File: config.mk
export PLATFORM = sky130hd
export DESIGN_NAME = cycle_timing_decoder
export DESIGN_NICKNAME = d
export VERILOG_FILES = /design/src/logic/cycle_decode_pkg.sv /design/src/logic/cycle_decode_if.sv /design/src/logic/addr_mode_classify.sv /design/src/logic/repeat_counter.sv /design/src/logic/cycle_timing_decoder.sv
export SDC_FILE = /design/constraint.sdc
export NUM_CORES = 1
export LEC_CHECK = 0
export BUFFER_PORTS_ARGS = -buffer_cell sky130_fd_sc_hd__buf_2
export CAP_MARGIN = 10
export CORE_ASPECT_RATIO = 1.1
export CORE_MARGIN = 2
export CORE_UTILIZATION = 50
export DETAILED_ROUTE_END_ITERATION = 16
export PLACE_DENSITY = 0.76
export SLEW_MARGIN = 20
export SYNTH_ARGS = -nofsm -noshare
export SYNTH_HDL_FRONTEND = slang
export SYNTH_SLANG_ARGS = --single-unit
File: constraint.sdc
create_clock -name core_clk_in -period 4.5 [get_ports core_clk_in]
set_input_delay 0 -clock core_clk_in [delete_from_list [all_inputs] [get_ports core_clk_in]]
set_output_delay 0 -clock core_clk_in [all_outputs]
set_load 0.01 [all_outputs]
File: src/logic/cycle_decode_pkg.sv
// Package: opcode fields, addressing modes, timing tables for the cycle decoder
package cycle_decode_pkg;
    // Addressing modes after decode
    typedef enum logic [2:0] {
        AM_REG, AM_IND, AM_AUTOINC, AM_IMM, AM_INDEXED, AM_SYMBOLIC, AM_ABSOLUTE
    } addr_mode_e;

    // Instruction classes
    typedef enum logic [2:0] {
        IC_SINGLE, IC_PUSH, IC_CALL, IC_JUMP, IC_DOUBLE, IC_EXT_WORD, IC_OTHER
    } instr_class_e;

    // Operand sizes
    typedef enum logic [1:0] {
        SZ_RESERVED, SZ_ADDR20, SZ_WORD16, SZ_BYTE8
    } op_size_e;

    // Extension word decode
    localparam logic [4:0] EXT_OPCODE = 5'h03;
    localparam int EXT_OP_HI = 15;
    localparam int EXT_OP_LO = 11;
    localparam int EXT_CARRY_ZERO_BIT = 8;
    localparam int EXT_REP_BIT = 7;
    localparam int EXT_AL_BIT = 6;
    localparam int EXT_CNT_HI = 3;
    localparam int EXT_SRC_HI = 10;
    localparam int EXT_SRC_LO = 7;

    // Format fields of the following instruction
    localparam int BW_BIT = 6;
    localparam int AD_BIT = 7;
    localparam int AS_HI = 5;
    localparam int AS_LO = 4;
    localparam int SREG_HI = 11;
    localparam int SREG_LO = 8;
    localparam int DREG_HI = 3;
    localparam int DREG_LO = 0;
    localparam logic [3:0] REG_PC = 4'h0;
    localparam logic [3:0] REG_SR = 4'h2;
    localparam logic [3:0] REG_CG = 4'h3;
    localparam logic [1:0] AS_REG = 2'h0;
    localparam logic [1:0] AS_IDX = 2'h1;
    localparam logic [1:0] AS_IND = 2'h2;
    localparam logic [1:0] AS_INC = 2'h3;

    // Opcode groups
    localparam logic [5:0] SINGLE_PREFIX = 6'h04;
    localparam logic [2:0] JUMP_PREFIX = 3'h1;
    localparam logic [2:0] OP2_PUSH = 3'h4;
    localparam logic [2:0] OP2_CALL = 3'h5;
    localparam logic [3:0] OPC_MOV = 4'h4;
    localparam logic [3:0] OPC_COMPARE = 4'h9;
    localparam logic [3:0] OPC_BIT = 4'hB;
    localparam logic [3:0] OPC_DOUBLE_MIN = 4'h4;

    // Cycle figures (MCLK periods) and word lengths
    localparam logic [3:0] CYC_1 = 4'h1;
    localparam logic [3:0] CYC_2 = 4'h2;
    localparam logic [3:0] CYC_3 = 4'h3;
    localparam logic [3:0] CYC_4 = 4'h4;
    localparam logic [3:0] CYC_5 = 4'h5;
    localparam logic [3:0] CYC_6 = 4'h6;
    localparam logic [1:0] LEN_1 = 2'h1;
    localparam logic [1:0] LEN_2 = 2'h2;
    localparam logic [1:0] LEN_3 = 2'h3;
endpackage

File: src/logic/cycle_decode_if.sv
// Interface: operand mode request from decoder to the mode classifier
`timescale 1ns/1ps
interface cycle_decode_if;
    logic [1:0] as_bits;
    logic [3:0] reg_num;
    logic is_dest;
    cycle_decode_pkg::addr_mode_e mode;

    modport decoder (output as_bits, output reg_num, output is_dest, input mode);
    modport classifier (input as_bits, input reg_num, input is_dest, output mode);
endinterface

File: src/logic/addr_mode_classify.sv
// Module: maps As/Ad bits and register number to an addressing mode
`timescale 1ns/1ps
module addr_mode_classify (
    cycle_decode_if.classifier mif
);
    // ==========================================
    // Mode classification
    // Constant generator registers count as register mode (no memory fetch)
    always_comb begin
        mif.mode = cycle_decode_pkg::AM_REG;
        if (mif.is_dest) begin
            if (mif.as_bits[0] == 1'b0) begin
                mif.mode = cycle_decode_pkg::AM_REG;
            end else if (mif.reg_num == cycle_decode_pkg::REG_PC) begin
                mif.mode = cycle_decode_pkg::AM_SYMBOLIC;
            end else if (mif.reg_num == cycle_decode_pkg::REG_SR) begin
                mif.mode = cycle_decode_pkg::AM_ABSOLUTE;
            end else begin
                mif.mode = cycle_decode_pkg::AM_INDEXED;
            end
        end else if (mif.reg_num == cycle_decode_pkg::REG_CG) begin
            mif.mode = cycle_decode_pkg::AM_REG;
        end else if (mif.reg_num == cycle_decode_pkg::REG_SR &&
                     mif.as_bits[1]) begin
            mif.mode = cycle_decode_pkg::AM_REG;
        end else begin
            case (mif.as_bits)
                cycle_decode_pkg::AS_REG: mif.mode = cycle_decode_pkg::AM_REG;
                cycle_decode_pkg::AS_IND: mif.mode = cycle_decode_pkg::AM_IND;
                cycle_decode_pkg::AS_INC: begin
                    mif.mode = (mif.reg_num == cycle_decode_pkg::REG_PC) ?
                        cycle_decode_pkg::AM_IMM : cycle_decode_pkg::AM_AUTOINC;
                end
                default: begin
                    if (mif.reg_num == cycle_decode_pkg::REG_PC) begin
                        mif.mode = cycle_decode_pkg::AM_SYMBOLIC;
                    end else if (mif.reg_num == cycle_decode_pkg::REG_SR) begin
                        mif.mode = cycle_decode_pkg::AM_ABSOLUTE;
                    end else begin
                        mif.mode = cycle_decode_pkg::AM_INDEXED;
                    end
                end
            endcase
        end
    end
endmodule

File: src/logic/repeat_counter.sv
// Module: repetition counter for prefixed register-mode instructions
`timescale 1ns/1ps
module repeat_counter (
    // Clock and reset
    input wire logic core_clk_in,
    input wire logic rst_in,
    // Control
    input wire logic load_in,
    input wire logic [3:0] count_m1_in,
    input wire logic step_in,
    // Status
    output logic busy_out,
    output logic last_out
);
    logic [3:0] remain_r;
    logic busy_r;

    // ==========================================
    // Remaining iterations; holds n-1 and steps down to zero
    always_ff @(posedge core_clk_in) begin
        if (rst_in) begin
            remain_r <= 4'h0;
            busy_r <= 1'b0;
        end else if (load_in) begin
            remain_r <= count_m1_in;
            busy_r <= 1'b1;
        end else if (step_in && busy_r) begin
            if (remain_r == 4'h0) begin
                busy_r <= 1'b0;
            end else begin
                remain_r <= remain_r - 4'h1;
            end
        end
    end

    assign busy_out = busy_r;
    assign last_out = busy_r && (remain_r == 4'h0);
endmodule

File: src/logic/cycle_timing_decoder.sv
// Top: cycle count, word length and extension word decode for a 16-bit CPU
// Operation
// - Rotate, swap, sign-extend: 1 cycle register, 3 indirect/autoinc, 4 indexed/symbolic/absolute.
// - Push: 3 cycles short forms, 4 indexed forms; immediate/indexed forms are 2 words.
// - Call: 4 cycles short forms, 5 indexed or symbolic, 6 absolute.
// - Every jump is one word and takes two cycles, taken or not.
// - Register source: 1 to register, 3 to PC, 4 to memory; memory 2 words.
// - Indirect source: 2 to register, 4 to PC, 5 to memory; memory 2 words.
// - Immediate source: 2, 3, 5 cycles; lengths 2, 2, 3 words.
// - Indexed-type source: 3, 5, 6 cycles; lengths 2, 2, 3 words.
// - Move, bit-test, compare take one cycle less to memory destinations.
// - After an extension word, addresses, indexes and immediates are 20 bits.
// - Words 1800h through 1FFFh, opcode bits 15:11, are extension words.
// - Register-mode extension format only for all-register operands; otherwise other format.
// - Some extended instructions need no prefix; decoder does not expect one.
// - Carry-zeroing bit 1 forces carry in 0 in register format; 0 uses current carry.
// - Repeat-source bit 1: bits 3:0 select register whose low nibble is count minus one.
// - Size from length bit and byte bit: 01=20, 10=16, 11=8, 00 reserved.
// - Cycle counts are master clock periods, set by format and modes, and by the opcode for move, bit-test and compare.
`timescale 1ns/1ps
module cycle_timing_decoder (
    // Clock and reset
    input wire logic core_clk_in,
    input wire logic rst_in,
    // Fetched code word
    input wire logic word_valid_in,
    input wire logic [15:0] word_in,
    // Register file reads: repeat count nibble and carry flag
    input wire logic [3:0] rep_reg_nibble_in,
    input wire logic carry_flag_in,
    // Execute handshake
    input wire logic iter_done_in,
    // Decode results
    output logic [3:0] cycles_out,
    output logic [1:0] length_out,
    output logic decode_valid_out,
    output logic ext_pending_out,
    output logic ext_reg_format_out,
    output logic addr20_out,
    output cycle_decode_pkg::op_size_e size_out,
    output logic illegal_size_out,
    output logic carry_in_out,
    output logic [3:0] rep_reg_sel_out,
    output logic rep_from_reg_out,
    output logic [3:0] rep_count_m1_out,
    output logic repeat_busy_out,
    output logic fetch_hold_out
);
    // ==========================================
    // Extension word capture
    logic ext_valid_r;
    logic [15:0] ext_word_r;
    logic is_ext_word;

    // Extension prefix is opcode 00011 in bits 15:11
    assign is_ext_word = (word_in[cycle_decode_pkg::EXT_OP_HI:cycle_decode_pkg::EXT_OP_LO]
                          == cycle_decode_pkg::EXT_OPCODE);

    // Prefix holds until the instruction it modifies arrives
    always_ff @(posedge core_clk_in) begin
        if (rst_in) begin
            ext_valid_r <= 1'b0;
            ext_word_r <= 16'h0000;
        end else if (word_valid_in && !fetch_hold_out) begin
            if (is_ext_word) begin
                ext_valid_r <= 1'b1;
                ext_word_r <= word_in;
            end else begin
                ext_valid_r <= 1'b0; // no prefix -> plain decode
            end
        end
    end

    // ==========================================
    // Field extraction from the instruction word
    logic [3:0] opc_hi;
    logic [1:0] as_bits;
    logic ad_bit;
    logic bw_bit;
    logic [3:0] sreg;
    logic [3:0] dreg;
    cycle_decode_pkg::instr_class_e iclass;

    assign opc_hi = word_in[15:12];
    assign as_bits = word_in[cycle_decode_pkg::AS_HI:cycle_decode_pkg::AS_LO];
    assign ad_bit = word_in[cycle_decode_pkg::AD_BIT];
    assign bw_bit = word_in[cycle_decode_pkg::BW_BIT];
    assign sreg = word_in[cycle_decode_pkg::SREG_HI:cycle_decode_pkg::SREG_LO];
    assign dreg = word_in[cycle_decode_pkg::DREG_HI:cycle_decode_pkg::DREG_LO];

    // Class decode; single-operand regs sit in bits 3:0
    always_comb begin
        if (is_ext_word) begin
            iclass = cycle_decode_pkg::IC_EXT_WORD;
        end else if (word_in[15:13] == cycle_decode_pkg::JUMP_PREFIX) begin
            iclass = cycle_decode_pkg::IC_JUMP;
        end else if (opc_hi >= cycle_decode_pkg::OPC_DOUBLE_MIN) begin
            iclass = cycle_decode_pkg::IC_DOUBLE;
        end else if (word_in[15:10] == cycle_decode_pkg::SINGLE_PREFIX) begin
            if (word_in[9:7] == cycle_decode_pkg::OP2_PUSH) begin
                iclass = cycle_decode_pkg::IC_PUSH;
            end else if (word_in[9:7] == cycle_decode_pkg::OP2_CALL) begin
                iclass = cycle_decode_pkg::IC_CALL;
            end else if (word_in[9] == 1'b0) begin
                iclass = cycle_decode_pkg::IC_SINGLE;
            end else begin
                iclass = cycle_decode_pkg::IC_OTHER;
            end
        end else begin
            iclass = cycle_decode_pkg::IC_OTHER;
        end
    end

    // ==========================================
    // Addressing mode classification, source and destination
    cycle_decode_if src_if ();
    cycle_decode_if dst_if ();

    // Single-operand forms carry their operand in the source mode fields
    assign src_if.as_bits = as_bits;
    assign src_if.reg_num = (iclass == cycle_decode_pkg::IC_DOUBLE) ? sreg : dreg;
    assign src_if.is_dest = 1'b0;
    assign dst_if.as_bits = {1'b0, ad_bit};
    assign dst_if.reg_num = dreg;
    assign dst_if.is_dest = 1'b1;

    addr_mode_classify u_src_mode (
        .mif (src_if.classifier)
    );
    addr_mode_classify u_dst_mode (
        .mif (dst_if.classifier)
    );

    // ==========================================
    // Cycle and length table; depends on modes, and on the operation only for move, compare and bit-test
    logic [3:0] cyc_nxt;
    logic [1:0] len_nxt;
    logic dst_mem;
    logic dst_pc;
    logic fewer_op;
    cycle_decode_pkg::addr_mode_e sm;

    assign sm = src_if.mode;
    assign dst_mem = (dst_if.mode != cycle_decode_pkg::AM_REG);
    assign dst_pc = !dst_mem && (dreg == cycle_decode_pkg::REG_PC);
    assign fewer_op = (opc_hi == cycle_decode_pkg::OPC_MOV) ||
                      (opc_hi == cycle_decode_pkg::OPC_COMPARE) ||
                      (opc_hi == cycle_decode_pkg::OPC_BIT);

    always_comb begin
        cyc_nxt = cycle_decode_pkg::CYC_1;
        len_nxt = cycle_decode_pkg::LEN_1;
        case (iclass)
            cycle_decode_pkg::IC_SINGLE: begin
                if (sm == cycle_decode_pkg::AM_REG) begin
                    cyc_nxt = cycle_decode_pkg::CYC_1;
                end else if (sm == cycle_decode_pkg::AM_IND ||
                             sm == cycle_decode_pkg::AM_AUTOINC ||
                             sm == cycle_decode_pkg::AM_IMM) begin
                    cyc_nxt = cycle_decode_pkg::CYC_3;
                end else begin
                    cyc_nxt = cycle_decode_pkg::CYC_4;
                    len_nxt = cycle_decode_pkg::LEN_2;
                end
            end
            cycle_decode_pkg::IC_PUSH: begin
                if (sm == cycle_decode_pkg::AM_INDEXED || sm == cycle_decode_pkg::AM_SYMBOLIC ||
                    sm == cycle_decode_pkg::AM_ABSOLUTE) begin
                    cyc_nxt = cycle_decode_pkg::CYC_4;
                    len_nxt = cycle_decode_pkg::LEN_2;
                end else begin
                    cyc_nxt = cycle_decode_pkg::CYC_3;
                    len_nxt = (sm == cycle_decode_pkg::AM_IMM) ?
                        cycle_decode_pkg::LEN_2 : cycle_decode_pkg::LEN_1;
                end
            end
            cycle_decode_pkg::IC_CALL: begin
                if (sm == cycle_decode_pkg::AM_ABSOLUTE) begin
                    cyc_nxt = cycle_decode_pkg::CYC_6;
                    len_nxt = cycle_decode_pkg::LEN_2;
                end else if (sm == cycle_decode_pkg::AM_INDEXED ||
                             sm == cycle_decode_pkg::AM_SYMBOLIC) begin
                    cyc_nxt = cycle_decode_pkg::CYC_5;
                    len_nxt = cycle_decode_pkg::LEN_2;
                end else begin
                    cyc_nxt = cycle_decode_pkg::CYC_4;
                    len_nxt = (sm == cycle_decode_pkg::AM_IMM) ?
                        cycle_decode_pkg::LEN_2 : cycle_decode_pkg::LEN_1;
                end
            end
            cycle_decode_pkg::IC_JUMP: begin
                cyc_nxt = cycle_decode_pkg::CYC_2;
                len_nxt = cycle_decode_pkg::LEN_1;
            end
            cycle_decode_pkg::IC_DOUBLE: begin
                if (sm == cycle_decode_pkg::AM_REG) begin
                    cyc_nxt = dst_mem ? cycle_decode_pkg::CYC_4 :
                              dst_pc ? cycle_decode_pkg::CYC_3 :
                              cycle_decode_pkg::CYC_1;
                    len_nxt = dst_mem ? cycle_decode_pkg::LEN_2 : cycle_decode_pkg::LEN_1;
                end else if (sm == cycle_decode_pkg::AM_IND ||
                             sm == cycle_decode_pkg::AM_AUTOINC) begin
                    cyc_nxt = dst_mem ? cycle_decode_pkg::CYC_5 :
                              dst_pc ? cycle_decode_pkg::CYC_4 :
                              cycle_decode_pkg::CYC_2;
                    len_nxt = dst_mem ? cycle_decode_pkg::LEN_2 : cycle_decode_pkg::LEN_1;
                end else if (sm == cycle_decode_pkg::AM_IMM) begin
                    cyc_nxt = dst_mem ? cycle_decode_pkg::CYC_5 :
                              dst_pc ? cycle_decode_pkg::CYC_3 :
                              cycle_decode_pkg::CYC_2;
                    len_nxt = dst_mem ? cycle_decode_pkg::LEN_3 : cycle_decode_pkg::LEN_2;
                end else begin
                    cyc_nxt = dst_mem ? cycle_decode_pkg::CYC_6 :
                              dst_pc ? cycle_decode_pkg::CYC_5 :
                              cycle_decode_pkg::CYC_3;
                    len_nxt = dst_mem ? cycle_decode_pkg::LEN_3 : cycle_decode_pkg::LEN_2;
                end
                // One cycle saved: no destination write-back or read
                if (dst_mem && fewer_op) begin
                    cyc_nxt = cyc_nxt - cycle_decode_pkg::CYC_1;
                end
            end
            default: begin
                cyc_nxt = cycle_decode_pkg::CYC_1;
                len_nxt = cycle_decode_pkg::LEN_1;
            end
        endcase
    end

    // ==========================================
    // Extension word interpretation for the prefixed instruction
    logic reg_fmt;
    logic prefixed;
    cycle_decode_pkg::op_size_e size_nxt;

    assign prefixed = ext_valid_r && (iclass != cycle_decode_pkg::IC_EXT_WORD);
    // Register format: both operands register, or single operand register
    assign reg_fmt = (iclass == cycle_decode_pkg::IC_DOUBLE) ?
                     (sm == cycle_decode_pkg::AM_REG && !dst_mem) :
                     (sm == cycle_decode_pkg::AM_REG);

    // Size decode; reserved bits 10:9 and 5:4 are never looked at
    always_comb begin
        case ({ext_word_r[cycle_decode_pkg::EXT_AL_BIT], bw_bit})
            2'b01: size_nxt = cycle_decode_pkg::SZ_ADDR20;
            2'b10: size_nxt = cycle_decode_pkg::SZ_WORD16;
            2'b11: size_nxt = cycle_decode_pkg::SZ_BYTE8;
            default: size_nxt = cycle_decode_pkg::SZ_RESERVED;
        endcase
    end

    // ==========================================
    // Repetition control
    logic rep_load;
    logic rep_busy;
    logic rep_last;
    logic rep_src;
    logic [3:0] rep_m1;

    assign rep_src = ext_word_r[cycle_decode_pkg::EXT_REP_BIT];
    // Register nibble is supplied combinationally by the register file
    assign rep_m1 = rep_src ? rep_reg_nibble_in :
                    ext_word_r[cycle_decode_pkg::EXT_CNT_HI:0];
    assign rep_load = word_valid_in && !fetch_hold_out && prefixed && reg_fmt &&
                      (size_nxt != cycle_decode_pkg::SZ_RESERVED);

    repeat_counter u_rep (
        .core_clk_in (core_clk_in),
        .rst_in (rst_in),
        .load_in (rep_load),
        .count_m1_in (rep_m1),
        .step_in (iter_done_in),
        .busy_out (rep_busy),
        .last_out (rep_last)
    );

    // Fetch waits until every iteration has completed
    assign fetch_hold_out = rep_busy;
    assign repeat_busy_out = rep_busy;
    assign rep_reg_sel_out = ext_word_r[cycle_decode_pkg::EXT_CNT_HI:0];

    // ==========================================
    // Registered decode results
    always_ff @(posedge core_clk_in) begin
        if (rst_in) begin
            cycles_out <= 4'h0;
            length_out <= 2'h0;
            decode_valid_out <= 1'b0;
            ext_reg_format_out <= 1'b0;
            addr20_out <= 1'b0;
            size_out <= cycle_decode_pkg::SZ_WORD16;
            illegal_size_out <= 1'b0;
            carry_in_out <= 1'b0;
            rep_from_reg_out <= 1'b0;
            rep_count_m1_out <= 4'h0;
        end else begin
            decode_valid_out <= word_valid_in && !fetch_hold_out &&
                                (iclass != cycle_decode_pkg::IC_EXT_WORD);
            if (word_valid_in && !fetch_hold_out &&
                iclass != cycle_decode_pkg::IC_EXT_WORD) begin
                cycles_out <= cyc_nxt;
                length_out <= len_nxt;
                addr20_out <= prefixed;
                ext_reg_format_out <= prefixed && reg_fmt;
                size_out <= prefixed ? size_nxt :
                            (bw_bit ? cycle_decode_pkg::SZ_BYTE8 : cycle_decode_pkg::SZ_WORD16);
                illegal_size_out <= prefixed &&
                                    (size_nxt == cycle_decode_pkg::SZ_RESERVED);
                // Zeroed carry only applies in register format
                carry_in_out <= (prefixed && reg_fmt &&
                                 ext_word_r[cycle_decode_pkg::EXT_CARRY_ZERO_BIT]) ? 1'b0 :
                                carry_flag_in;
                rep_from_reg_out <= prefixed && reg_fmt && rep_src;
                rep_count_m1_out <= (prefixed && reg_fmt) ? rep_m1 : 4'h0;
            end
        end
    end

    assign ext_pending_out = ext_valid_r;

    // ==========================================
    // Checks
    property p_jump_two;
        @(posedge core_clk_in) disable iff (rst_in)
        (word_valid_in && !fetch_hold_out && word_in[15:13] == cycle_decode_pkg::JUMP_PREFIX)
        |=> (cycles_out == cycle_decode_pkg::CYC_2 && length_out == cycle_decode_pkg::LEN_1);
    endproperty
    a_jump_two: assert property (p_jump_two) else $error("jump timing wrong");

    property p_ext_prefix;
        @(posedge core_clk_in) disable iff (rst_in)
        (word_valid_in && !fetch_hold_out &&
         word_in[cycle_decode_pkg::EXT_OP_HI:cycle_decode_pkg::EXT_OP_LO] ==
         cycle_decode_pkg::EXT_OPCODE) |=> ext_valid_r;
    endproperty
    a_ext_prefix: assert property (p_ext_prefix) else $error("prefix missed");

    property p_hold_busy;
        @(posedge core_clk_in) disable iff (rst_in)
        rep_load |=> (fetch_hold_out && repeat_busy_out);
    endproperty
    a_hold_busy: assert property (p_hold_busy) else $error("no hold on repeat");

    property p_cycle_range;
        @(posedge core_clk_in) disable iff (rst_in)
        decode_valid_out |->
            (cycles_out >= cycle_decode_pkg::CYC_1 && cycles_out <= cycle_decode_pkg::CYC_6);
    endproperty
    a_cycle_range: assert property (p_cycle_range) else $error("cycles out of range");

    property p_prefix_wide;
        @(posedge core_clk_in) disable iff (rst_in)
        (word_valid_in && !fetch_hold_out && prefixed) |=> addr20_out;
    endproperty
    a_prefix_wide: assert property (p_prefix_wide) else $error("prefix not widened");

    property p_zero_carry;
        @(posedge core_clk_in) disable iff (rst_in)
        (word_valid_in && !fetch_hold_out && prefixed && reg_fmt &&
         ext_word_r[cycle_decode_pkg::EXT_CARRY_ZERO_BIT]) |=> !carry_in_out;
    endproperty
    a_zero_carry: assert property (p_zero_carry) else $error("carry not zeroed");
endmodule

Yosys cells after proc, flatten, opt, wreduce, memory -nomap -nowiden:

Cells that the tools add are included.

* bits in registers: 33
* input bits: 25

* $lt $le $gt $ge: 1
* add/subtract/negate cells: 2
* reductions and logical operators: 37
* equality and inequality tests: 28
* muxes and demuxes: 61

Operators by type and width (number)
* 3-bit 2-to-1 mux: 24
* 4-bit 2-to-1 mux: 8
* 2-bit 2-to-1 mux: 14
* 4-bit case mux with 5 select lines: 1
* 3-bit equality test, second input constant: 6
* 1-bit logical AND: 15
* 3-bit by 2-bit equality test with 1-bit output, second input constant: 4
* 4-bit by 2-bit equality test with 1-bit output, second input constant: 3
* 4-bit logical NOT: 3
* 1-bit 2-to-1 mux: 11
* 3-bit by 1-bit equality test with 1-bit output, second input constant: 3
* 3-bit case mux with 3 select lines: 1
* 2-bit equality test, second input constant: 4
* 4-bit equality test, second input constant: 2
* 2-bit case mux with 4 select lines: 1
* 4-bit by 1-bit subtractor with 4-bit output, second input constant: 2
* 6-bit by 3-bit equality test with 1-bit output, second input constant: 1
* 3-bit logical NOT: 2
* 1-bit logical OR: 6
* 2-bit case mux with 3 select lines: 1
* 2-bit AND reduction: 3
* 2-bit nonzero test: 3
* 5-bit by 2-bit equality test with 1-bit output, second input constant: 1
* 4-bit by 3-bit equality test with 1-bit output, second input constant: 1
* other kinds (7): 9

Depth between registers and ports, before layout:

* depth in word-level cells: 23
* mapped depth: 12

Modules after synthesis:

A second synthesis with hierarchy kept.

* cell total of the unflattened synthesis: 261
* area total of the unflattened synthesis: 2068.2 um2

By module, submodules not included
* cycle_timing_decoder: cells each 204, area an instance 1602.8 um2, times used 1
* repeat_counter: cells each 37, area an instance 302.8 um2, times used 1
* addr_mode_classify: cells each 10, area an instance 81.3 um2, times used 2

Worst setup path before layout:

Ideal clock, no wire load.

* kind: in2reg
* from: input word_in[2]
* to: register cycles_out[1]
* library setup time: 0.124 ns
* buffers on the path: 0
* path slack: 2.286 ns
* data arrival time: 2.090 ns
* required time: 4.376 ns
* stages: 11
* cells stage by stage: or3b_4 > a32o_1 > a211oi_4 > and3_1 > a221oi_2 > ha_1 > inv_1 > a221oi_1 > o311ai_0 > nand2_1 > o21ai_1

* longest elaborated chain between the ends: 16
* elaborated cells on any way between the ends: 50
* those cells by class: 1 x add/sub; 9 x eq/ne; 28 x mux; 12 x reduce/logical

Ends and longest elaborated chain
* start: declaration: RTL line cycle_timing_decoder.sv:27 `input wire logic [15:0] word_in,`
* parallel branches: the longest is 15 deep, another holds 4-bit 2-to-1 mux
* 4-bit case mux with 5 select lines (*): RTL line cycle_timing_decoder.sv:153 `case (iclass)`
* end signal: assignment: RTL line cycle_timing_decoder.sv:301 `cycles_out <= cyc_nxt;`
* end: declaration: RTL line cycle_timing_decoder.sv:34 `output logic [3:0] cycles_out,`

Every way passes the cells marked *. The select of a mux whose other input is x is not followed.
A chain may end at the register's enable or synchronous reset.

Final worst setup path:

Same ends and word-level chain as after synthesis.

==> qor.txt <==
WS Path Type = in -> reg
simple-gate share of the synthesized area = 0.282
FP Rows = 23
CTS Buffer Depth = 2
mean post-synth cell area = 7.84 um^2
Die W = 63.2 um
crit path from = word_in[2]
total core area = 3680 um^2
Syn-to-layout area delta = 18.4%
DP HPWL = 3800 um
aggregate global-route resource usage = 0.241
CTS tree = built
Post-Syn Nets = 274
wire length per cell = 14.9 um
post-route cell area = 2280 um^2
Min-Delay Path Class = in -> reg
Seq cells post-synth = 31
vias in the first global route = 1,824
io pins = 50
Worst-path clk slew = 0.06 ns
share of cells above drive strength 1 = 0.253
die area = 4370 um^2
Post-synth top flop = dfxtp_1
RR Startpoint = u_rep.busy_out$_SDFFE_PP0P_
final hold violations = 1
die height = 69.2 um
Overall Power = 672 uW
R2R cell count = 6
Hold Worst Slack = -0.00664 ns
relative slew slack = 0.554
via count = 1,975
slowest cell delay on critical path = 0.41 ns
Avg Vias per Cell = 5.84
post-synthesis mux area share = 0.0603
CP Buf/Inv Count = 2
grt ovf = 0
CP Launch Type = input port
Leak = 0.000998 uW
most common cell after layout, fill and taps aside = buf_2
CTS Sinks = 31
Peak Freq = 442 MHz
cells after synthesis = 246
first-pass GRT wire length = 8410 um
XOR/XNOR Fraction of Synth Area = 0
fin crit period = 2.26 ns
fin nets = 315
ant diodes = 0
Reg-to-Reg End = u_rep.remain_r[3]$_SDFFE_PP0P_
Crit Path Max Fanout = 7
Post-synth ARST share = 0
clock skew = 0.00468 ns
failing checks = negative hold slack
# setup viols final = 0
Initial DRC Count = 150
worst setup path end = cycles_out[1]$_SDFFE_PP0P_
largest net degree at the start of global routing = 34
DRT Pass-1 Iters = 5
antenna violations before repair = 0
Top delay family on crit path = compound AO/OA/AOI/OAI gates
setup bufs post-CTS = 0
CTS root buffer = clkbuf_8
number of synthesized flops with an enable pin = 0
crit-path cells = buf_2, or3b_4, a32o_1, a211oi_4, and3_1, a221oi_2, ha_1, inv_1, a221oi_1, o311ai_0, nand2_1, o21ai_1
CTS buffer count = 5
CTS resizes = 0
max-cap viol count = 0
DRT Wirelength = 5040 um
Area after DPL = 2160 um^2
Crit-path slowest cell = or3b_4
clock insertion delay at the later pin of the skew report = 0.29 ns
Crit path required time = 4.67 ns
Setup WS post-layout = 2.24 ns
Synth Warn # = 0
post-synthesis adder-cell area fraction = 0.0195
post-synthesis cell area = 1930 um^2
CP Capture Type = register
H-tree level count = 2
drt drc = 0
Arrival @ worst endpoint = 2.43 ns
post-synthesis cell type count = 55
compound-cell area share of the yosys netlist = 0.255
GPL Wtd Cong = 0.960
worst-margin pin slew = 0.669 ns
largest family of logic cells by synthesized area = simple AND/OR/NAND/NOR gates
maximum vdd drop = 0.000132 V
part of the cycle the worst path needs = 0.502
Final ANT Viol Nets = 0
R2R Setup Slk = 2.57 ns
run status = finished with violations
starting density of the core = 0.524
max-slew violations = 0
most frequent cells in the layout = buf_2 (49), nor2_1 (33), dfxtp_1 (31), a21oi_1 (30), nand2_1 (19)
Post-Place Worst Slack = 1.95 ns
PD cells = 294 nW/um^2
Sum Neg Setup Slack = 0 ns
input/output buffers = 49
RSZ-0062 raised after global routing = false
Seq/Total Area, Yosys = 0.322
WP depth = 12
synthesized netlist by cell type (all sizes together), types with 2 or more instances:
library cell / instances / area share
nor4b: 3 / 0.017
a31o: 2 / 0.0091
nor4: 2 / 0.0065
nor2: 33 / 0.064
nand2b: 4 / 0.013
o311ai: 2 / 0.0091
and3: 3 / 0.0097
nor2b: 4 / 0.013
nor3b: 2 / 0.0078
mux2: 5 / 0.029
a22oi: 4 / 0.016
nand4bb: 2 / 0.012
inv: 8 / 0.016
mux2i: 6 / 0.031
nor3: 4 / 0.010
nand2: 20 / 0.040
a221oi: 2 / 0.012
o21ai: 10 / 0.026
or4b: 2 / 0.010
or3: 4 / 0.013
a211o: 4 / 0.018
a2111oi: 3 / 0.014
and2: 2 / 0.0065
o211ai: 2 / 0.0078
clkbuf: 6 / 0.012
a31oi: 3 / 0.013
ha: 3 / 0.019
or3b: 2 / 0.010
a21oi: 30 / 0.078
buf: 11 / 0.034
nand3: 12 / 0.031
or2: 2 / 0.0065
dfxtp: 31 / 0.32
a211oi: 4 / 0.025
layer usage:
metal / wire length [um] / global-route usage / vias up
li1: - / - / 976
met1: 2100 / 0.290 / 904
met2: 2490 / 0.414 / 80
met3: 299 / 0.0375 / 15
met4: 148 / 0.118 / 0
met5: 0 / 0 / -
cell families after synthesis:
family / after synthesis
AOI/OAI and AO/OA: 72
adders and majority gates: 3
buffers and inverters: 25
DFF: 31
muxes: 11
and+or+nand+nor: 104
what timing repair did:
action,CTS,global route
setup endpoints to repair,0,0
hold buffers,1,0
endpoints found under the hold margin,1,0
worst register-to-register path, cell delays in order (launching register included):
cell,delay [ns]
dfxtp_1,0.36
nand2b_1,0.21
a31oi_2,0.48
o211a_1,0.28
nand3_1,0.22
nand3_1,0.16
a31oi_1,0.08
through the flow:
stage	utilization	std cells	hold slack [ns]
finish	0.620	338	-0.00664
global route	0.620	338	0.0252
CTS	0.620	338	0.000655
detailed placement	0.585	329	0.291
global placement	0.585	329	0.272
floorplan	-	246	0.136
layout make-up:
class                      instances  area, um^2
timing repair buffer              51         263
multi-input combinational        190        1190
sequential                        31         621
clock inverter                     2        35.0
inverter                           8        30.0
tap                               50        62.6
clock buffer                       6        82.6
fill                             362        1400
flip-flops by register name (all words and copies together), names as in the netlist, 2 cells and up:
name / cells
ext_word_r: 7
rep_count_m1_out: 4
length_out: 2
cycles_out: 4
u_rep.remain_r: 4
size_out: 2
worst min-delay path by stage:
stage / start / endpoint / cells past startpoint
3_3_place_gp: word_in[2] / ext_word_r[2]$_SDFFE_PP0P_ / 3
5_1_grt: carry_flag_in / carry_in_out$_SDFFE_PP0P_ / 3
6_report: word_in[2] / ext_word_r[2]$_SDFFE_PP0P_ / 3
4_1_cts: word_in[2] / ext_word_r[2]$_SDFFE_PP0P_ / 3
2_1_floorplan: word_in[6] / size_out[0]$_SDFFE_PP0P_ / 2
3_5_place_dp: word_in[6] / size_out[0]$_SDFFE_PP0P_ / 3
report_power, final:
group | leakage [uW] | internal [uW] | switching, uW
sequential | 0.000252 | 281 | 3.46
clock | 0.0000612 | 179 | 106
combinational | 0.000685 | 38.9 | 63.5
total | 0.000998 | 498 | 173
Power figures use the tool's default switching activity.
